File: src/rtl/mtb_pkg.sv
package mtb_pkg;
	localparam int NCH     = 5;
	localparam int CW      = 16;
	localparam int NFL     = 3;
	localparam int NOUT    = 6;
	localparam int CH_BUF0 = 3;
	// per-channel word index; channel n occupies byte 0x20*n upward
	localparam logic [2:0] R_CTRL  = 3'h0;
	localparam logic [2:0] R_STAT  = 3'h1;
	localparam logic [2:0] R_CNT   = 3'h2;
	localparam logic [2:0] R_GRA   = 3'h3;
	localparam logic [2:0] R_GRB   = 3'h4;
	localparam logic [2:0] R_BRA   = 3'h5;
	localparam logic [2:0] R_BRB   = 3'h6;
	localparam logic [2:0] CH_LAST = 3'h4;
	// shared registers
	localparam logic [7:0] A_MODE   = 8'ha0;
	localparam logic [7:0] A_OUTEN  = 8'ha4;
	localparam logic [7:0] A_OUTCTL = 8'ha8;
	// channel control fields
	localparam int C_RUN    = 0;
	localparam int C_CLR_LO = 1;
	localparam int C_CLR_HI = 2;
	localparam int C_CAPA   = 3;
	localparam int C_CAPB   = 4;
	localparam int C_IE_LO  = 5;
	localparam int C_IE_HI  = 7;
	localparam int CTRL_W   = 8;
	localparam logic [1:0] CLR_A = 2'h1;
	localparam logic [1:0] CLR_B = 2'h2;
	// status flag positions
	localparam int F_A = 0;
	localparam int F_B = 1;
	localparam int F_W = 2;
	// mode fields; buffer enable of channel 3+j, register r at M_BUF_LO+2*j+r
	localparam int M_PHASE  = 0;
	localparam int M_RSPWM  = 1;
	localparam int M_CMPWM  = 2;
	localparam int M_BUF_LO = 3;
	localparam int MODE_W   = 7;
	// output control fields
	localparam int O_LEVEL_SELECT_CH3   = 0;
	localparam int O_LEVEL_SELECT_CH4   = 1;
	localparam int O_EXT_TRIGGER_DISABLE   = 2;
	localparam int OUTCTL_W = 3;
	localparam logic [OUTCTL_W-1:0] OUTCTL_RST = 3'h7;
	localparam logic [NOUT-1:0]     OUTEN_RST  = 6'h00;
	// synchroniser lanes
	localparam int Q_A     = 0;
	localparam int Q_B     = 1;
	localparam int CAPA_LO = 2;
	localparam int CAPB_LO = 7;
	localparam int NSYNC   = 12;
	localparam logic [CW-1:0] CNT_MAX  = 16'hffff;
	localparam logic [CW-1:0] CNT_ZERO = 16'h0000;
	typedef enum logic [1:0] {CM_UP = 2'b01, CM_DOWN = 2'b10} mtb_dir_t;
endpackage

File: src/rtl/mtb_ch_if.sv
`timescale 1ns/10ps
`default_nettype none
interface mtb_ch_if;
	logic [mtb_pkg::CTRL_W-1:0] ctrl;
	logic [mtb_pkg::NFL-1:0]    flags;
	logic [mtb_pkg::NFL-1:0]    flag_en;
	logic [mtb_pkg::CW-1:0]     count;
	logic [mtb_pkg::CW-1:0]     gra;
	logic [mtb_pkg::CW-1:0]     grb;
	logic [mtb_pkg::CW-1:0]     xval_a;
	logic [mtb_pkg::CW-1:0]     xval_b;
	logic [mtb_pkg::CW-1:0]     wdata;
	logic [2:0]                 wr;
	logic                       wr_en;
	logic                       rd_stat;
	logic                       step;
	logic                       down;
	logic                       clr_ext;
	logic                       cap_a;
	logic                       cap_b;
	logic                       xfer_a;
	logic                       xfer_b;
	logic                       match_a;
	logic                       match_b;
	logic                       wrap;
	logic                       capev_a;
	logic                       capev_b;
	modport ctl (output step, down, clr_ext, cap_a, cap_b, xfer_a, xfer_b, xval_a, xval_b,
		flag_en, wr_en, wr, rd_stat, wdata,
		input ctrl, flags, count, gra, grb, match_a, match_b, wrap, capev_a, capev_b);
	modport chan (input step, down, clr_ext, cap_a, cap_b, xfer_a, xfer_b, xval_a, xval_b,
		flag_en, wr_en, wr, rd_stat, wdata,
		output ctrl, flags, count, gra, grb, match_a, match_b, wrap, capev_a, capev_b);
endinterface
`default_nettype wire

File: src/rtl/mtb_chan.sv
`timescale 1ns/10ps
`default_nettype none
module mtb_chan (
	input  wire logic clk_sys_i,
	input  wire logic resetn_i,
	mtb_ch_if.chan    bus
);
	logic [mtb_pkg::CTRL_W-1:0] ctrl;
	logic [mtb_pkg::CW-1:0]     count;
	logic [mtb_pkg::CW-1:0]     gra;
	logic [mtb_pkg::CW-1:0]     grb;
	logic [mtb_pkg::NFL-1:0]    flags;
	logic [mtb_pkg::NFL-1:0]    armed;
	logic [mtb_pkg::NFL-1:0]    set_ev;
	logic [mtb_pkg::NFL-1:0]    clr_ev;
	logic [1:0]                 clr_sel;
	logic                       do_clr;
	logic                       wr_stat;

	// events: capture only in capture use, match in the advancing cycle
	assign bus.capev_a = bus.cap_a & ctrl[mtb_pkg::C_CAPA];
	assign bus.capev_b = bus.cap_b & ctrl[mtb_pkg::C_CAPB];
	assign bus.match_a = bus.step & ~ctrl[mtb_pkg::C_CAPA] & (count == gra);
	assign bus.match_b = bus.step & ~ctrl[mtb_pkg::C_CAPB] & (count == grb);
	assign bus.wrap    = bus.step & (bus.down ? (count == mtb_pkg::CNT_ZERO)
		: (count == mtb_pkg::CNT_MAX));
	assign clr_sel     = ctrl[mtb_pkg::C_CLR_HI:mtb_pkg::C_CLR_LO];
	assign do_clr      = bus.clr_ext
		| ((clr_sel == mtb_pkg::CLR_A) & (bus.match_a | bus.capev_a))
		| ((clr_sel == mtb_pkg::CLR_B) & (bus.match_b | bus.capev_b));
	assign wr_stat     = bus.wr_en & (bus.wr == mtb_pkg::R_STAT);

	// control register
	always_ff @(posedge clk_sys_i or negedge resetn_i) begin
		if (!resetn_i)
			ctrl <= '0;
		else if (bus.wr_en && bus.wr == mtb_pkg::R_CTRL)
			ctrl <= bus.wdata[mtb_pkg::CTRL_W-1:0];
	end

	// counter: clear beats a write, a write beats a step
	always_ff @(posedge clk_sys_i or negedge resetn_i) begin
		if (!resetn_i)
			count <= mtb_pkg::CNT_ZERO;
		else if (do_clr)
			count <= mtb_pkg::CNT_ZERO;
		else if (bus.wr_en && bus.wr == mtb_pkg::R_CNT)
			count <= bus.wdata;
		else if (bus.step)
			count <= bus.down ? count - 1'b1 : count + 1'b1;
	end

	// register a: capture first, then software, then buffer transfer
	always_ff @(posedge clk_sys_i or negedge resetn_i) begin
		if (!resetn_i)
			gra <= mtb_pkg::CNT_MAX;
		else if (bus.capev_a)
			gra <= count;
		else if (bus.wr_en && bus.wr == mtb_pkg::R_GRA)
			gra <= bus.wdata;
		else if (bus.xfer_a)
			gra <= bus.xval_a;
	end

	// register b, same order
	always_ff @(posedge clk_sys_i or negedge resetn_i) begin
		if (!resetn_i)
			grb <= mtb_pkg::CNT_MAX;
		else if (bus.capev_b)
			grb <= count;
		else if (bus.wr_en && bus.wr == mtb_pkg::R_GRB)
			grb <= bus.wdata;
		else if (bus.xfer_b)
			grb <= bus.xval_b;
	end

	// flags: cleared by a zero write only after a read that saw one
	assign set_ev = bus.flag_en & {bus.wrap, bus.match_b | bus.capev_b,
		bus.match_a | bus.capev_a};
	assign clr_ev = {mtb_pkg::NFL{wr_stat}} & armed & ~bus.wdata[mtb_pkg::NFL-1:0];
	always_ff @(posedge clk_sys_i or negedge resetn_i) begin
		if (!resetn_i) begin
			flags <= '0;
			armed <= '0;
		end else begin
			flags <= set_ev | (flags & ~clr_ev);
			if (bus.rd_stat)
				armed <= flags;
			else if (wr_stat)
				armed <= '0;
		end
	end

	assign bus.ctrl  = ctrl;
	assign bus.count = count;
	assign bus.gra   = gra;
	assign bus.grb   = grb;
	assign bus.flags = flags;
endmodule
`default_nettype wire

File: src/rtl/mtb_timer.sv
// Our own choices: the APB interface to the registers and the placing of the registers.
`timescale 1ns/10ps
`default_nettype none
module mtb_timer (
	input  wire logic        clk_sys_i,
	input  wire logic        resetn_i,
	input  wire logic        psel_i,
	input  wire logic        penable_i,
	input  wire logic        pwrite_i,
	input  wire logic [7:0]  paddr_i,
	input  wire logic [31:0] pwdata_i,
	output logic      [31:0] prdata_o,
	output logic             pready_o,
	output logic             pslverr_o,
	input  wire logic        quad_input_a_i,
	input  wire logic        quad_input_b_i,
	input  wire logic [4:0]  capture_a_i,
	input  wire logic [4:0]  capture_b_i,
	input  wire logic [5:0]  port_data_i,
	input  wire logic [5:0]  port_dir_i,
	output logic      [5:0]  pin_o,
	output logic      [5:0]  pin_oe_o,
	output logic      [14:0] irq_o
);
	localparam int NB = mtb_pkg::NCH - mtb_pkg::CH_BUF0;

	logic [mtb_pkg::NSYNC-1:0]    sync1;
	logic [mtb_pkg::NSYNC-1:0]    sync2;
	logic [mtb_pkg::NSYNC-1:0]    prev;
	logic                         a_ch;
	logic                         b_ch;
	logic                         quad_step;
	logic                         quad_down;
	logic [mtb_pkg::NCH-1:0]      cap_a_ev;
	logic [mtb_pkg::NCH-1:0]      cap_b_ev;
	logic [mtb_pkg::CTRL_W-1:0]   ctrl_v [mtb_pkg::NCH];
	logic [mtb_pkg::NFL-1:0]      flag_v [mtb_pkg::NCH];
	logic [mtb_pkg::NFL-1:0]      fen_v  [mtb_pkg::NCH];
	logic [mtb_pkg::CW-1:0]       cnt_v  [mtb_pkg::NCH];
	logic [mtb_pkg::CW-1:0]       gra_v  [mtb_pkg::NCH];
	logic [mtb_pkg::CW-1:0]       grb_v  [mtb_pkg::NCH];
	logic [mtb_pkg::CW-1:0]       buffer_a    [NB];
	logic [mtb_pkg::CW-1:0]       brb    [NB];
	logic [mtb_pkg::NCH-1:0]      step;
	logic [mtb_pkg::NCH-1:0]      down;
	logic [mtb_pkg::NCH-1:0]      clr_ext;
	logic [mtb_pkg::NCH-1:0]      mat_a;
	logic [mtb_pkg::NCH-1:0]      mat_b;
	logic [mtb_pkg::NCH-1:0]      wrap;
	logic [mtb_pkg::NCH-1:0]      cev_a;
	logic [mtb_pkg::NCH-1:0]      cev_b;
	logic [mtb_pkg::NCH-1:0]      xf_a;
	logic [mtb_pkg::NCH-1:0]      xf_b;
	logic [mtb_pkg::MODE_W-1:0]   mode;
	logic [mtb_pkg::OUTCTL_W-1:0] outctl;
	logic [mtb_pkg::NOUT-1:0]     outen;
	logic [mtb_pkg::NOUT-1:0]     tog;
	logic [mtb_pkg::NOUT-1:0]     tout;
	mtb_pkg::mtb_dir_t            cm_dir;
	logic                         phase;
	logic                         rspwm;
	logic                         cmpwm;
	logic                         cm_dn;
	logic                         rev_top;
	logic                         rev_bot;
	logic                         trip;
	logic [2:0]                   ch_sel;
	logic [2:0]                   idx;
	logic                         ch_hit;
	logic                         buf_ch;
	logic                         reg_ok;
	logic                         glob_ok;
	logic                         bad;
	logic                         acc;
	logic                         wr_ok;
	logic                         rd_setup;
	logic                         bsel;
	logic [31:0]                  rd;

	// ****************************************
	// pin synchronisers and edge detection
	// ****************************************

	// two flops per pin, then one more stage for edges
	always_ff @(posedge clk_sys_i or negedge resetn_i) begin
		if (!resetn_i) begin
			sync1 <= '0;
			sync2 <= '0;
			prev  <= '0;
		end else begin
			sync1 <= {capture_b_i, capture_a_i, quad_input_b_i, quad_input_a_i};
			sync2 <= sync1;
			prev  <= sync2;
		end
	end

	// rising edges of capture pins
	assign cap_a_ev = sync2[mtb_pkg::CAPA_LO +: mtb_pkg::NCH]
		& ~prev[mtb_pkg::CAPA_LO +: mtb_pkg::NCH];
	assign cap_b_ev = sync2[mtb_pkg::CAPB_LO +: mtb_pkg::NCH]
		& ~prev[mtb_pkg::CAPB_LO +: mtb_pkg::NCH];

	// quadrature: any single edge steps, phase relation sets direction
	assign a_ch      = sync2[mtb_pkg::Q_A] ^ prev[mtb_pkg::Q_A];
	assign b_ch      = sync2[mtb_pkg::Q_B] ^ prev[mtb_pkg::Q_B];
	assign quad_step = a_ch ^ b_ch;
	assign quad_down = a_ch ^ (sync2[mtb_pkg::Q_A] ^ sync2[mtb_pkg::Q_B]);

	// ****************************************
	// mode decode and channel steering
	// ****************************************

	assign phase = mode[mtb_pkg::M_PHASE];
	assign rspwm = mode[mtb_pkg::M_RSPWM];
	assign cmpwm = mode[mtb_pkg::M_CMPWM];
	assign cm_dn = (cm_dir == mtb_pkg::CM_DOWN);

	// count enables, direction, forced clears and flag masks per channel
	always_comb begin
		for (int g = 0; g < mtb_pkg::NCH; g++) begin
			step[g]    = ctrl_v[g][mtb_pkg::C_RUN];
			down[g]    = 1'b0;
			clr_ext[g] = 1'b0;
			fen_v[g]   = '1;
		end
		if (phase) begin
			// the pin edges gate the run-bit step on channel 2 only
			step[2] = ctrl_v[2][mtb_pkg::C_RUN] & quad_step;
			down[2] = quad_down;
		end
		if (cmpwm) begin
			down[3]                = cm_dn;
			down[4]                = cm_dn;
			fen_v[3][mtb_pkg::F_A] = ~cm_dn;
			fen_v[4][mtb_pkg::F_W] = cm_dn;
		end
		if (rspwm)
			clr_ext[3] = mat_a[3];
	end

	// direction reversals of the complementary pair
	assign rev_top = cmpwm & ~cm_dn & mat_a[3];
	assign rev_bot = cmpwm & cm_dn & wrap[4];

	// up/down state of the complementary pair, starts up from the preset counts
	always_ff @(posedge clk_sys_i or negedge resetn_i) begin
		if (!resetn_i)
			cm_dir <= mtb_pkg::CM_UP;
		else if (!cmpwm)
			cm_dir <= mtb_pkg::CM_UP;
		else begin
			case (cm_dir)
				mtb_pkg::CM_UP: begin
					if (rev_top)
						cm_dir <= mtb_pkg::CM_DOWN;
				end
				mtb_pkg::CM_DOWN: begin
					if (rev_bot)
						cm_dir <= mtb_pkg::CM_UP;
				end
				default: cm_dir <= mtb_pkg::CM_UP;
			endcase
		end
	end

	// ****************************************
	// buffer transfer and capture buffering
	// ****************************************

	// transfer moments depend on mode; only channels 3 and 4 have buffers
	always_comb begin
		xf_a = '0;
		xf_b = '0;
		for (int j = 0; j < NB; j++) begin
			if (cmpwm) begin
				xf_a[j + mtb_pkg::CH_BUF0] = rev_top | rev_bot;
				xf_b[j + mtb_pkg::CH_BUF0] = rev_top | rev_bot;
			end else if (rspwm) begin
				xf_a[j + mtb_pkg::CH_BUF0] = mat_a[3];
				xf_b[j + mtb_pkg::CH_BUF0] = mat_a[3];
			end else begin
				xf_a[j + mtb_pkg::CH_BUF0] = mat_a[j + mtb_pkg::CH_BUF0];
				xf_b[j + mtb_pkg::CH_BUF0] = mat_b[j + mtb_pkg::CH_BUF0];
			end
			xf_a[j + mtb_pkg::CH_BUF0] &= mode[mtb_pkg::M_BUF_LO + 2 * j];
			xf_b[j + mtb_pkg::CH_BUF0] &= mode[mtb_pkg::M_BUF_LO + 2 * j + 1];
		end
	end

	// buffers: a capture pushes the old register value, else software writes
	always_ff @(posedge clk_sys_i or negedge resetn_i) begin
		if (!resetn_i) begin
			for (int j = 0; j < NB; j++) begin
				buffer_a[j] <= mtb_pkg::CNT_MAX;
				brb[j] <= mtb_pkg::CNT_MAX;
			end
		end else begin
			for (int j = 0; j < NB; j++) begin
				if (mode[mtb_pkg::M_BUF_LO + 2 * j] && cev_a[j + mtb_pkg::CH_BUF0])
					buffer_a[j] <= gra_v[j + mtb_pkg::CH_BUF0];
				else if (wr_ok && reg_ok && idx == mtb_pkg::R_BRA && bsel == j[0])
					buffer_a[j] <= pwdata_i[mtb_pkg::CW-1:0];
				if (mode[mtb_pkg::M_BUF_LO + 2 * j + 1] && cev_b[j + mtb_pkg::CH_BUF0])
					brb[j] <= grb_v[j + mtb_pkg::CH_BUF0];
				else if (wr_ok && reg_ok && idx == mtb_pkg::R_BRB && bsel == j[0])
					brb[j] <= pwdata_i[mtb_pkg::CW-1:0];
			end
		end
	end

	// ****************************************
	// channel instances
	// ****************************************

	for (genvar g = 0; g < mtb_pkg::NCH; g++) begin : g_ch
		mtb_ch_if chif ();

		mtb_chan u_chan (
			.clk_sys_i (clk_sys_i),
			.resetn_i  (resetn_i),
			.bus       (chif)
		);

		// steering into the channel
		assign chif.step    = step[g];
		assign chif.down    = down[g];
		assign chif.clr_ext = clr_ext[g];
		assign chif.flag_en = fen_v[g];
		assign chif.cap_a   = cap_a_ev[g];
		assign chif.cap_b   = cap_b_ev[g];
		assign chif.xfer_a  = xf_a[g];
		assign chif.xfer_b  = xf_b[g];
		assign chif.wdata   = pwdata_i[mtb_pkg::CW-1:0];
		assign chif.wr      = idx;
		assign chif.wr_en   = wr_ok & reg_ok & (ch_sel == 3'(g)) & (idx <= mtb_pkg::R_GRB);
		assign chif.rd_stat = rd_setup & (ch_sel == 3'(g)) & (idx == mtb_pkg::R_STAT);
		if (g >= mtb_pkg::CH_BUF0) begin : g_buf
			assign chif.xval_a = buffer_a[g - mtb_pkg::CH_BUF0];
			assign chif.xval_b = brb[g - mtb_pkg::CH_BUF0];
		end else begin : g_nobuf
			assign chif.xval_a = '0;
			assign chif.xval_b = '0;
		end

		// state gathered back from the channel
		assign ctrl_v[g] = chif.ctrl;
		assign flag_v[g] = chif.flags;
		assign cnt_v[g]  = chif.count;
		assign gra_v[g]  = chif.gra;
		assign grb_v[g]  = chif.grb;
		assign mat_a[g]  = chif.match_a;
		assign mat_b[g]  = chif.match_b;
		assign wrap[g]   = chif.wrap;
		assign cev_a[g]  = chif.capev_a;
		assign cev_b[g]  = chif.capev_b;

		// one request per flag, each gated by its own enable bit, with no ranking between them
		assign irq_o[g * mtb_pkg::NFL +: mtb_pkg::NFL] =
			flag_v[g] & ctrl_v[g][mtb_pkg::C_IE_HI:mtb_pkg::C_IE_LO];
	end

	// ****************************************
	// output waveforms and pin gating
	// ****************************************

	// normal-mode toggles on compare matches of channels 3 and 4
	always_ff @(posedge clk_sys_i or negedge resetn_i) begin
		if (!resetn_i)
			tog <= '0;
		else
			tog <= tog ^ {1'b0, mat_b[4], 1'b0, mat_a[4], mat_b[3], mat_a[3]};
	end

	// pwm pairs: set at clear/reset at match, or non-overlapped pair
	always_comb begin
		logic [mtb_pkg::CW-1:0] cv;
		logic                   pos;
		logic                   neg;
		logic                   ols;
		cv   = '0;
		pos  = 1'b0;
		neg  = 1'b0;
		ols  = 1'b0;
		tout = tog;
		if (rspwm || cmpwm) begin
			for (int k = 0; k < 3; k++) begin
				cv  = (k == 0) ? grb_v[3] : (k == 1) ? gra_v[4] : grb_v[4];
				ols = (k == 0) ? outctl[mtb_pkg::O_LEVEL_SELECT_CH3] : outctl[mtb_pkg::O_LEVEL_SELECT_CH4];
				if (rspwm) begin
					pos = cnt_v[3] < cv;
					neg = ~pos;
				end else begin
					pos = cnt_v[4] >= cv;
					neg = cnt_v[3] < cv;
				end
				tout[2 * k]     = pos ^ ~ols;
				tout[2 * k + 1] = neg ^ ~ols;
			end
		end
	end

	// disabled outputs hand the pin back to the port settings
	always_ff @(posedge clk_sys_i or negedge resetn_i) begin
		if (!resetn_i) begin
			pin_o    <= '0;
			pin_oe_o <= '0;
		end else begin
			pin_o    <= (outen & tout) | (~outen & port_data_i);
			pin_oe_o <= outen | port_dir_i;
		end
	end

	// ****************************************
	// apb slave
	// ****************************************

	assign ch_sel   = paddr_i[7:5];
	assign idx      = paddr_i[4:2];
	assign bsel     = paddr_i[7];
	assign ch_hit   = ch_sel <= mtb_pkg::CH_LAST;
	assign buf_ch   = (ch_sel == 3'(mtb_pkg::CH_BUF0)) | (ch_sel == mtb_pkg::CH_LAST);
	assign reg_ok   = ch_hit & ((idx <= mtb_pkg::R_GRB) | (buf_ch & (idx <= mtb_pkg::R_BRB)));
	assign glob_ok  = (paddr_i == mtb_pkg::A_MODE) | (paddr_i == mtb_pkg::A_OUTEN)
		| (paddr_i == mtb_pkg::A_OUTCTL);
	assign bad      = ~(reg_ok | glob_ok) | (paddr_i[1:0] != 2'h0);
	assign acc      = psel_i & penable_i;
	assign wr_ok    = acc & pwrite_i & ~bad;
	assign rd_setup = psel_i & ~penable_i & ~pwrite_i & ~bad;
	assign pready_o  = 1'b1;
	assign pslverr_o = acc & bad;

	// read data, zero for unmapped addresses and unused bits
	always_comb begin
		rd = '0;
		if (reg_ok) begin
			case (idx)
				mtb_pkg::R_CTRL: rd[mtb_pkg::CTRL_W-1:0] = ctrl_v[ch_sel];
				mtb_pkg::R_STAT: rd[mtb_pkg::NFL-1:0]    = flag_v[ch_sel];
				mtb_pkg::R_CNT:  rd[mtb_pkg::CW-1:0]     = cnt_v[ch_sel];
				mtb_pkg::R_GRA:  rd[mtb_pkg::CW-1:0]     = gra_v[ch_sel];
				mtb_pkg::R_GRB:  rd[mtb_pkg::CW-1:0]     = grb_v[ch_sel];
				mtb_pkg::R_BRA:  rd[mtb_pkg::CW-1:0]     = buffer_a[bsel];
				mtb_pkg::R_BRB:  rd[mtb_pkg::CW-1:0]     = brb[bsel];
				default:         rd = '0;
			endcase
		end else if (paddr_i == mtb_pkg::A_MODE)
			rd[mtb_pkg::MODE_W-1:0] = mode;
		else if (paddr_i == mtb_pkg::A_OUTEN)
			rd[mtb_pkg::NOUT-1:0] = outen;
		else if (paddr_i == mtb_pkg::A_OUTCTL)
			rd[mtb_pkg::OUTCTL_W-1:0] = outctl;
	end

	// read data is taken in the setup cycle and held through the access;
	// a refused read (misaligned too) returns zero
	always_ff @(posedge clk_sys_i or negedge resetn_i) begin
		if (!resetn_i)
			prdata_o <= '0;
		else if (psel_i && !penable_i)
			prdata_o <= bad ? '0 : rd;
	end

	// mode and level control
	always_ff @(posedge clk_sys_i or negedge resetn_i) begin
		if (!resetn_i) begin
			mode   <= '0;
			outctl <= mtb_pkg::OUTCTL_RST;
		end else begin
			if (wr_ok && paddr_i == mtb_pkg::A_MODE)
				mode <= pwdata_i[mtb_pkg::MODE_W-1:0];
			if (wr_ok && paddr_i == mtb_pkg::A_OUTCTL)
				outctl <= pwdata_i[mtb_pkg::OUTCTL_W-1:0];
		end
	end

	// output enables; a channel 1 capture A trips them in pwm modes
	assign trip = (rspwm | cmpwm) & ~outctl[mtb_pkg::O_EXT_TRIGGER_DISABLE] & cev_a[1];
	always_ff @(posedge clk_sys_i or negedge resetn_i) begin
		if (!resetn_i)
			outen <= mtb_pkg::OUTEN_RST;
		else if (trip)
			outen <= '0;
		else if (wr_ok && paddr_i == mtb_pkg::A_OUTEN)
			outen <= pwdata_i[mtb_pkg::NOUT-1:0];
	end
endmodule
`default_nettype wire

File: config.mk
export PLATFORM = sky130hd
export DESIGN_NAME = mtb_timer
export DESIGN_NICKNAME = d
export VERILOG_FILES = /design/src/rtl/mtb_pkg.sv /design/src/rtl/mtb_ch_if.sv /design/src/rtl/mtb_chan.sv /design/src/rtl/mtb_timer.sv
export SDC_FILE = /design/constraint.sdc
export NUM_CORES = 2
export LEC_CHECK = 0
export ABC_AREA = 0
export ABC_CLOCK_PERIOD_IN_PS = 7200
export BUFFER_PORTS_ARGS = -buffer_cell sky130_fd_sc_hd__buf_2
export CAP_MARGIN = 20
export CORE_ASPECT_RATIO = 0.6
export CORE_UTILIZATION = 68
export CTS_CLUSTER_DIAMETER = 200
export DETAILED_ROUTE_END_ITERATION = 7
export GPL_ROUTABILITY_DRIVEN = 0
export PLACE_DENSITY_LB_ADDON = 0.08
export SLEW_MARGIN = 40
export SYNTH_ARGS = -nofsm -noshare
export SYNTH_HDL_FRONTEND = slang
export SYNTH_SLANG_ARGS = --single-unit
File: constraint.sdc
create_clock -name clk_sys_i -period 7.2 [get_ports clk_sys_i]
set_clock_uncertainty 0.15 [all_clocks]
set_input_delay 0.36 -clock clk_sys_i [delete_from_list [all_inputs] [get_ports clk_sys_i]]
set_output_delay 0.36 -clock clk_sys_i [all_outputs]
set_load 0.005 [all_outputs]
## Word level (Yosys, flattened, before mapping)

Index checks and enable logic that the tools add are counted.

| storage, ports and cells | value |
|---|---|
| word-level logic and storage cells | 494 |
| input port bits | 69 |
| register bits after elaboration | 478 |
| output and inout bits | 61 |

| cells by class | value |
|---|---|
| reductions and logical operators | 69 |
| $add $sub $neg | 8 |
| muxes and demuxes | 126 |
| order comparisons | 11 |
| equality and inequality tests | 42 |
| bitwise logic cells | 193 |

Operators by type and width:

| cell | count |
|---|---|
| $mux W16 | 62 |
| $eq A16 B16 Y1 | 10 |
| $bmux W16 S3 | 3 |
| $and A1 B1 Y1 | 91 |
| $add A16 B1 Y16 const B | 5 |
| $eq A16 B16 Y1 const B | 5 |
| $and A3 B3 Y3 | 22 |
| $ge A16 B16 Y1 | 3 |
| $logic_not A16 Y1 | 3 |
| $lt A16 B16 Y1 | 3 |
| $sub A16 B1 Y16 const B | 3 |
| $mux W3 | 15 |
| $pmux W8 S5 | 1 |
| $logic_and A1 B1 Y1 | 35 |
| $reduce_bool A2 Y1 | 17 |
| $mux W32 | 1 |
| $pmux W5 S6 | 1 |
| $reduce_bool A3 Y1 | 9 |
| $mux W1 | 26 |
| $bmux W8 S3 | 1 |
| $eq A8 B8 Y1 const B | 3 |
| $mux W6 | 4 |
| $or A1 B1 Y1 | 24 |
| $not A1 Y1 | 22 |
| 32 further kinds | 80 |

## Longest topological paths before layout

| depth | value |
|---|---|
| word-level depth | 19 |
| gate-level depth with buffers | 12 |
| depth with buffers taken out | 12 |

## Cells and area by module

A second synthesis with hierarchy kept.

| unflattened totals | value |
|---|---|
| cells, all modules | 3861 |
| area total of the unflattened synthesis | 34606.9 sq um |

Modules (own cells, without submodules):

| module | sequential area each (sq um) | cells an instance | times used | area an instance (sq um) |
|---|---|---|---|---|
| mtb_timer | 3838.7 | 1194 | 1 | 11606.1 |
| mtb_chan at g_ch[1].u_chan ... | 1591.5 | 540 | 2 | 4662.0 |
| mtb_chan at g_ch[3].u_chan ... | 1591.5 | 527 | 2 | 4530.6 |
| mtb_chan at g_ch[0].u_chan | 1591.5 | 533 | 1 | 4615.7 |

## Worst setup path after synthesis

Ideal clock, no wire load.

| path | value |
|---|---|
| kind | reg2reg |
| start | reg cm_dir[0] |
| end | reg g_ch[3].u_chan.count, in the netlist g_ch[3].u_chan.bus.count[11] |
| buffers on the path | 0 |
| path slack | 3.436 ns |
| cell stages (with the launch flop) | 13 |
| arrival time | 3.520 ns |
| data required time | 6.956 ns |
| setup time | 0.094 ns |
| clock period less this slack | 3.764 ns |
| cells stage by stage | dfstp_2 -> and2b_1 -> nand2_1 -> inv_1 -> ha_1 -> a211oi_1 -> o21ai_0 -> a2111oi_0 -> o311ai_0 -> nand2_1 -> nor3b_1 -> a21oi_1 -> a211oi_1 |

| between the ends | value |
|---|---|
| cells in the longest elaborated chain, start to end | 6 |

Ends and longest elaborated chain:

| item | RTL line | RTL |
|---|---|---|
| from (decl) | mtb_timer.sv:59 | `mtb_pkg::mtb_dir_t cm_dir;` |
| from (signal assigned) | mtb_timer.sv:148 | `cm_dir <= mtb_pkg::CM_UP;` |
| from (signal assigned) | mtb_timer.sv:150 | `cm_dir <= mtb_pkg::CM_UP;` |
| from (signal assigned) | mtb_timer.sv:155 | `cm_dir <= mtb_pkg::CM_DOWN;` |
| $eq A2 B2 Y1 | mtb_timer.sv:116 | `assign cm_dn = (cm_dir == mtb_pkg::CM_DOWN);` |
| $mux W2 | mtb_timer.sv:131 | `if (cmpwm) begin` |
| $mux W16 | mtb_chan.sv:50 | `count <= bus.down ? count - 1'b1 : count + 1'b1;` |
| $mux W16 | mtb_chan.sv:49 | `else if (bus.step)` |
| $mux W16 | mtb_chan.sv:47 | `else if (bus.wr_en && bus.wr == mtb_pkg::R_CNT)` |
| $mux W16 | mtb_chan.sv:45 | `else if (do_clr)` |
| to (signal assigned) | mtb_chan.sv:46 | `count <= mtb_pkg::CNT_ZERO;` |
| to (signal assigned) | mtb_chan.sv:48 | `count <= bus.wdata;` |
| to (signal assigned) | mtb_chan.sv:50 |  |
| to (decl) | mtb_chan.sv:9 | `logic [mtb_pkg::CW-1:0] count;` |

Every way passes these cells. The select of a mux whose other input is x is not followed.
A chain may end at the register's enable or synchronous reset.

## Final worst setup path

| path | value |
|---|---|
| start | reg mode[2] (netlist bit) |
| end | reg g_ch[3].u_chan.count, in the netlist g_ch[3].u_chan.bus.count[11] |

| between the ends | value |
|---|---|
| cells in the longest elaborated chain, start to end | 5 |

Ends and longest elaborated chain:

| item | RTL line | RTL |
|---|---|---|
| from (decl) | mtb_timer.sv:54 | `logic [mtb_pkg::MODE_W-1:0] mode;` |
| from (signal assigned) | mtb_timer.sv:370 | `mode <= pwdata_i[mtb_pkg::MODE_W-1:0];` |
| $mux W2 | mtb_timer.sv:131 |  |
| $mux W16 | mtb_chan.sv:50 |  |
| $mux W16 | mtb_chan.sv:49 |  |
| $mux W16 | mtb_chan.sv:47 |  |
| $mux W16 | mtb_chan.sv:45 |  |

Every way passes these cells. The select of a mux whose other input is x is not followed.

==> metrics.csv <==
stage;metric;value;unit
clock_tree;H-tree Lvls;2;
die;Die Height;167;um
route;Post-DRT Antenna Nets;0;
timing;Max-slew headroom;34.3;%
die;die area;0.0461;mm2
place;Setup WS pre-CTS;2.52;ns
worst_hold_path;Hold Crit Endpoint;pin_o[2];
clock_tree;clock root buffer;clkbuf_16;
synthesis;Primary FF master, synth;dfrtp_1;
final_layout;Layout area overhead;8.59;%
synthesis;#FFs+latches synth;460;
synthesis;compound-cell area share of the yosys netlist;14.8;%
pwr;overall power;7.07;mW
global_route;initial antenna violation count;3;
clock_tree;Hold-fix buffers, CTS;26;
setup_path;R2R cell count;12;
synthesis;Synth Cell Area;0.0307;mm2
worst_hold_path;hold_sp;port_data_i[2];
synthesis;Synth Area in XOR/XNOR;5.30;%
pwr;pwr dens;212;mW/mm2
timing;fmax;198;MHz
clock_tree;maximum clock path buffer count;3;
route;wl on met1;41000;um
pwr;leakage;14.8;nW
synthesis;synthesized area per cell;9.68;um2
global_route;vias in the first global route;25800;
route;Top Layer Used;met5;
clock_tree;cts bufs inserted;44;
setup_path;Critical Path RT;7.53;ns
pwr;VDD IR-drop max;0.180;mV
global_route;global-route wire length before repair;159000;um
setup_path;CP cell instances;nand2_1 > inv_1 > buf_4 > ha_1 > a211oi_1 > o21ai_0 > a2111oi_2 > o311ai_0 > nand2_1 > nor3b_1 > a21oi_1 > a211oi_1;
setup_path;FF-to-FF setup slack;2.16;ns
die;CORE AREA;0.0439;mm2
timing;Least-Margin Pin Slew;0.976;ns
timing;final setup fails;0;
global_route;grt ovf;0;
setup_path;RR Endpoint;g_ch[3].u_chan.bus.count[11];
setup_path;Worst path slowest cell;a2111oi_2;
route;Via density;7.18;
final_layout;fraction of layout instances using a drive strength above 1;21.8;%
die;Site Rows;59;
route;routed length per instance;28.1;um
timing;final hold viol count;0;
setup_path;R2R Path Start;mode[2];
global_route;pin count of the biggest net entering global routing;100;
synthesis;largest area contributor in the netlist;dfstp_2;
synthesis;Ys Warns;0;
synthesis;largest family of logic cells by synthesized area;multiplexers;
place;Detail Placement HPWL;76700;um
timing;fin crit period;5.04;ns
route;via count;27000;
route;1st-pass router iterations;8;
clock_tree;CTS Sinks;460;
clock_tree;Worst-path clk slew;0.06;ns
timing;setup ws final;2.16;ns
place;I/O Buffers;96;
route;metal3 WL;18300;um
clock_tree;Post-CTS Setup Bufs;0;
synthesis;ys async rst share;100;%
synthesis;post-synth cell types;91;
route;Post-Route WL;106000;um
synthesis;synth top area cells;dfstp_2 19%, dfrtp_1 19%, mux2i_1 8.9%;
timing;RSZ-0062 raised after global routing;false;
die;starting density of the core;70.0;%
synthesis;Synth Area in Adders;5.81;%
worst_hold_path;HP Class;in2reg;
setup_path;slowest stage delay, CP;0.80;ns
synthesis;Synth top area share;19.5;%
route;Residual DRC;21;
run;max cap viols;0;
setup_path;Max FO, Critical Path;34;
synthesis;multiplexer share of the synthesized area;17.3;%
timing;setup TNS after final layout;0;ns
synthesis;sequential fraction of the synthesis area;38.4;%
global_route;GRT Total Usage;45.4;%
setup_path;CP arrival;5.38;ns
die;I/O pins;130;
synthesis;Post-synth EDFFs;0;
final_layout;Layout Nets;3358;
synthesis;Simple-Gate Fraction of Synth Area;13.8;%
timing;Final period util;70.0;%
clock_tree;CTS tree;done;
clock_tree;clk_lat worst skew;0.60;ns
synthesis;cells after synthesis;3175;
run_status;failing checks;design-rule violations;
worst_hold_path;Hold Path Depth;3;
clock_tree;post-CTS sizing;0;
setup_path;critical path capture point type;flip-flop;
route;Iter 0 DRT Violations;4614;
setup_path;Crit Path Class;reg2reg;
route;routed wl met2;41400;um
setup_path;CP startpoint kind;flip-flop;
timing;max-slew violations;0;
die;Die X;276;um
run_status;status;finished with violations;
==> sequential cells by signal, summed over array words and instances, names as in the netlist, 16 cells and up <==
| register | flops |
|---|---|
| g_ch.chif.xval_b | 32 |
| g_ch.u_chan.bus.gra | 80 |
| prdata_o | 16 |
| g_ch.u_chan.bus.grb | 80 |
| g_ch.u_chan.bus.ctrl | 40 |
| g_ch.chif.xval_a | 32 |
| g_ch.u_chan.bus.count | 80 |
==> area by class of cell <==
type                            count  area (um2)
Multi-Input combinational cell   2394       17800
Sequential cell                   460       11800
Fill cell                        2957       10600
Clock buffer                       59        1260
Timing Repair Buffer              173        1220
Tap cell                          579         724
Clock inverter                     23         334
Inverter                           75         284
Antenna cell                        1        2.50
==> cell usage in the layout (no fill, tap or decap), types with 18 or more instances in the layout <==
cell type      count
nor3_1            48
a21oi_1          137
a211oi_1          76
nor2_1           234
buf_2             95
xor2_1           138
mux2i_1          272
nand2_1          292
nand3_1           49
nand3b_1          18
dfstp_2          228
ha_1             138
a21o_1            26
a22oi_1           62
dfrtp_1          232
mux4_2            59
o21ai_1           33
buf_4             41
nor4_1            41
mux2_2           112
o22ai_1           42
clkbuf_16         45
inv_1             71
dlygate4sd3_1     26
nand4_1           42
and2_1            20
o21ai_0          211
nand2b_1          22
xnor2_1           48
==> cells by family after synthesis <==
kind of cell / count (synthesis)
simple gates: 887
compound gates: 720
flops: 460
mux: 443
buf+inv: 336
xor+xnor: 186
fa+ha+maj: 141
other cells: 2
==> Yosys cell counts, drive strengths merged (48+ instances only) <==
library cell,instances
a21oi,137
nand2,307
mux2i,272
nor2,239
a22oi,62
nand3,51
a211oi,76
inv,75
dfrtp,232
ha,138
xor2,138
clkbuf,189
mux4,59
xnor2,48
dfstp,228
nor4,49
buf,72
o21ai,245
mux2,112
nor3,52
==> worst max-delay path, delay by kind of cell (launching register included) <==
| family | cells | cell delay [ns] |
|---|---|---|
| flip-flops | 1 | 0.60 |
| AO/OA/AOI/OAI | 6 | 2.18 |
| adder cells (fa/ha/maj) | 1 | 0.33 |
| AND/OR/NAND/NOR | 3 | 1.06 |
| buffers and inverters | 2 | 0.61 |
==> power breakdown <==
part / switching [mW] / internal, mW
sequential: 0.313 / 2.74
clock: 1.11 / 1.49
combinational: 0.851 / 0.561
total: 2.28 / 4.80
==> how the worst max path moves through the flow <==
stage	from	end	cells past startpoint
3_5_place_dp	mode[2]	g_ch[3].u_chan.bus.count[11]	12
6_report	mode[2]	g_ch[3].u_chan.bus.count[11]	12
2_1_floorplan	cm_dir[0]	g_ch[3].u_chan.bus.count[11]	12
3_3_place_gp	cm_dir[0]	g_ch[3].u_chan.bus.count[11]	13
4_1_cts	mode[2]	g_ch[3].u_chan.bus.count[11]	12
5_1_grt	mode[2]	g_ch[3].u_chan.bus.count[11]	12
==> layer usage <==
layer / track usage, % / vias up
met5: 0 / -
met2: 61.6 / 2138
met1: 63.0 / 13100
li1: - / 11400
met3: 21.3 / 394
met4: 16.5 / 4
==> through the flow <==
stage | utilization, % | std cells | area (um2) | hold slack, ns
finish | 76.0 | 3764 | 33400 | 0.0168
global route | 76.0 | 3763 | 33400 | 0.0403
CTS | 75.7 | 3759 | 33300 | 0.00979
detailed placement | 71.5 | 3651 | 31400 | 0.186
global placement | 71.1 | 3648 | 31200 | 0.185
floorplan | - | 3190 | 30800 | -0.0856
Power figures use the tool's default switching activity.
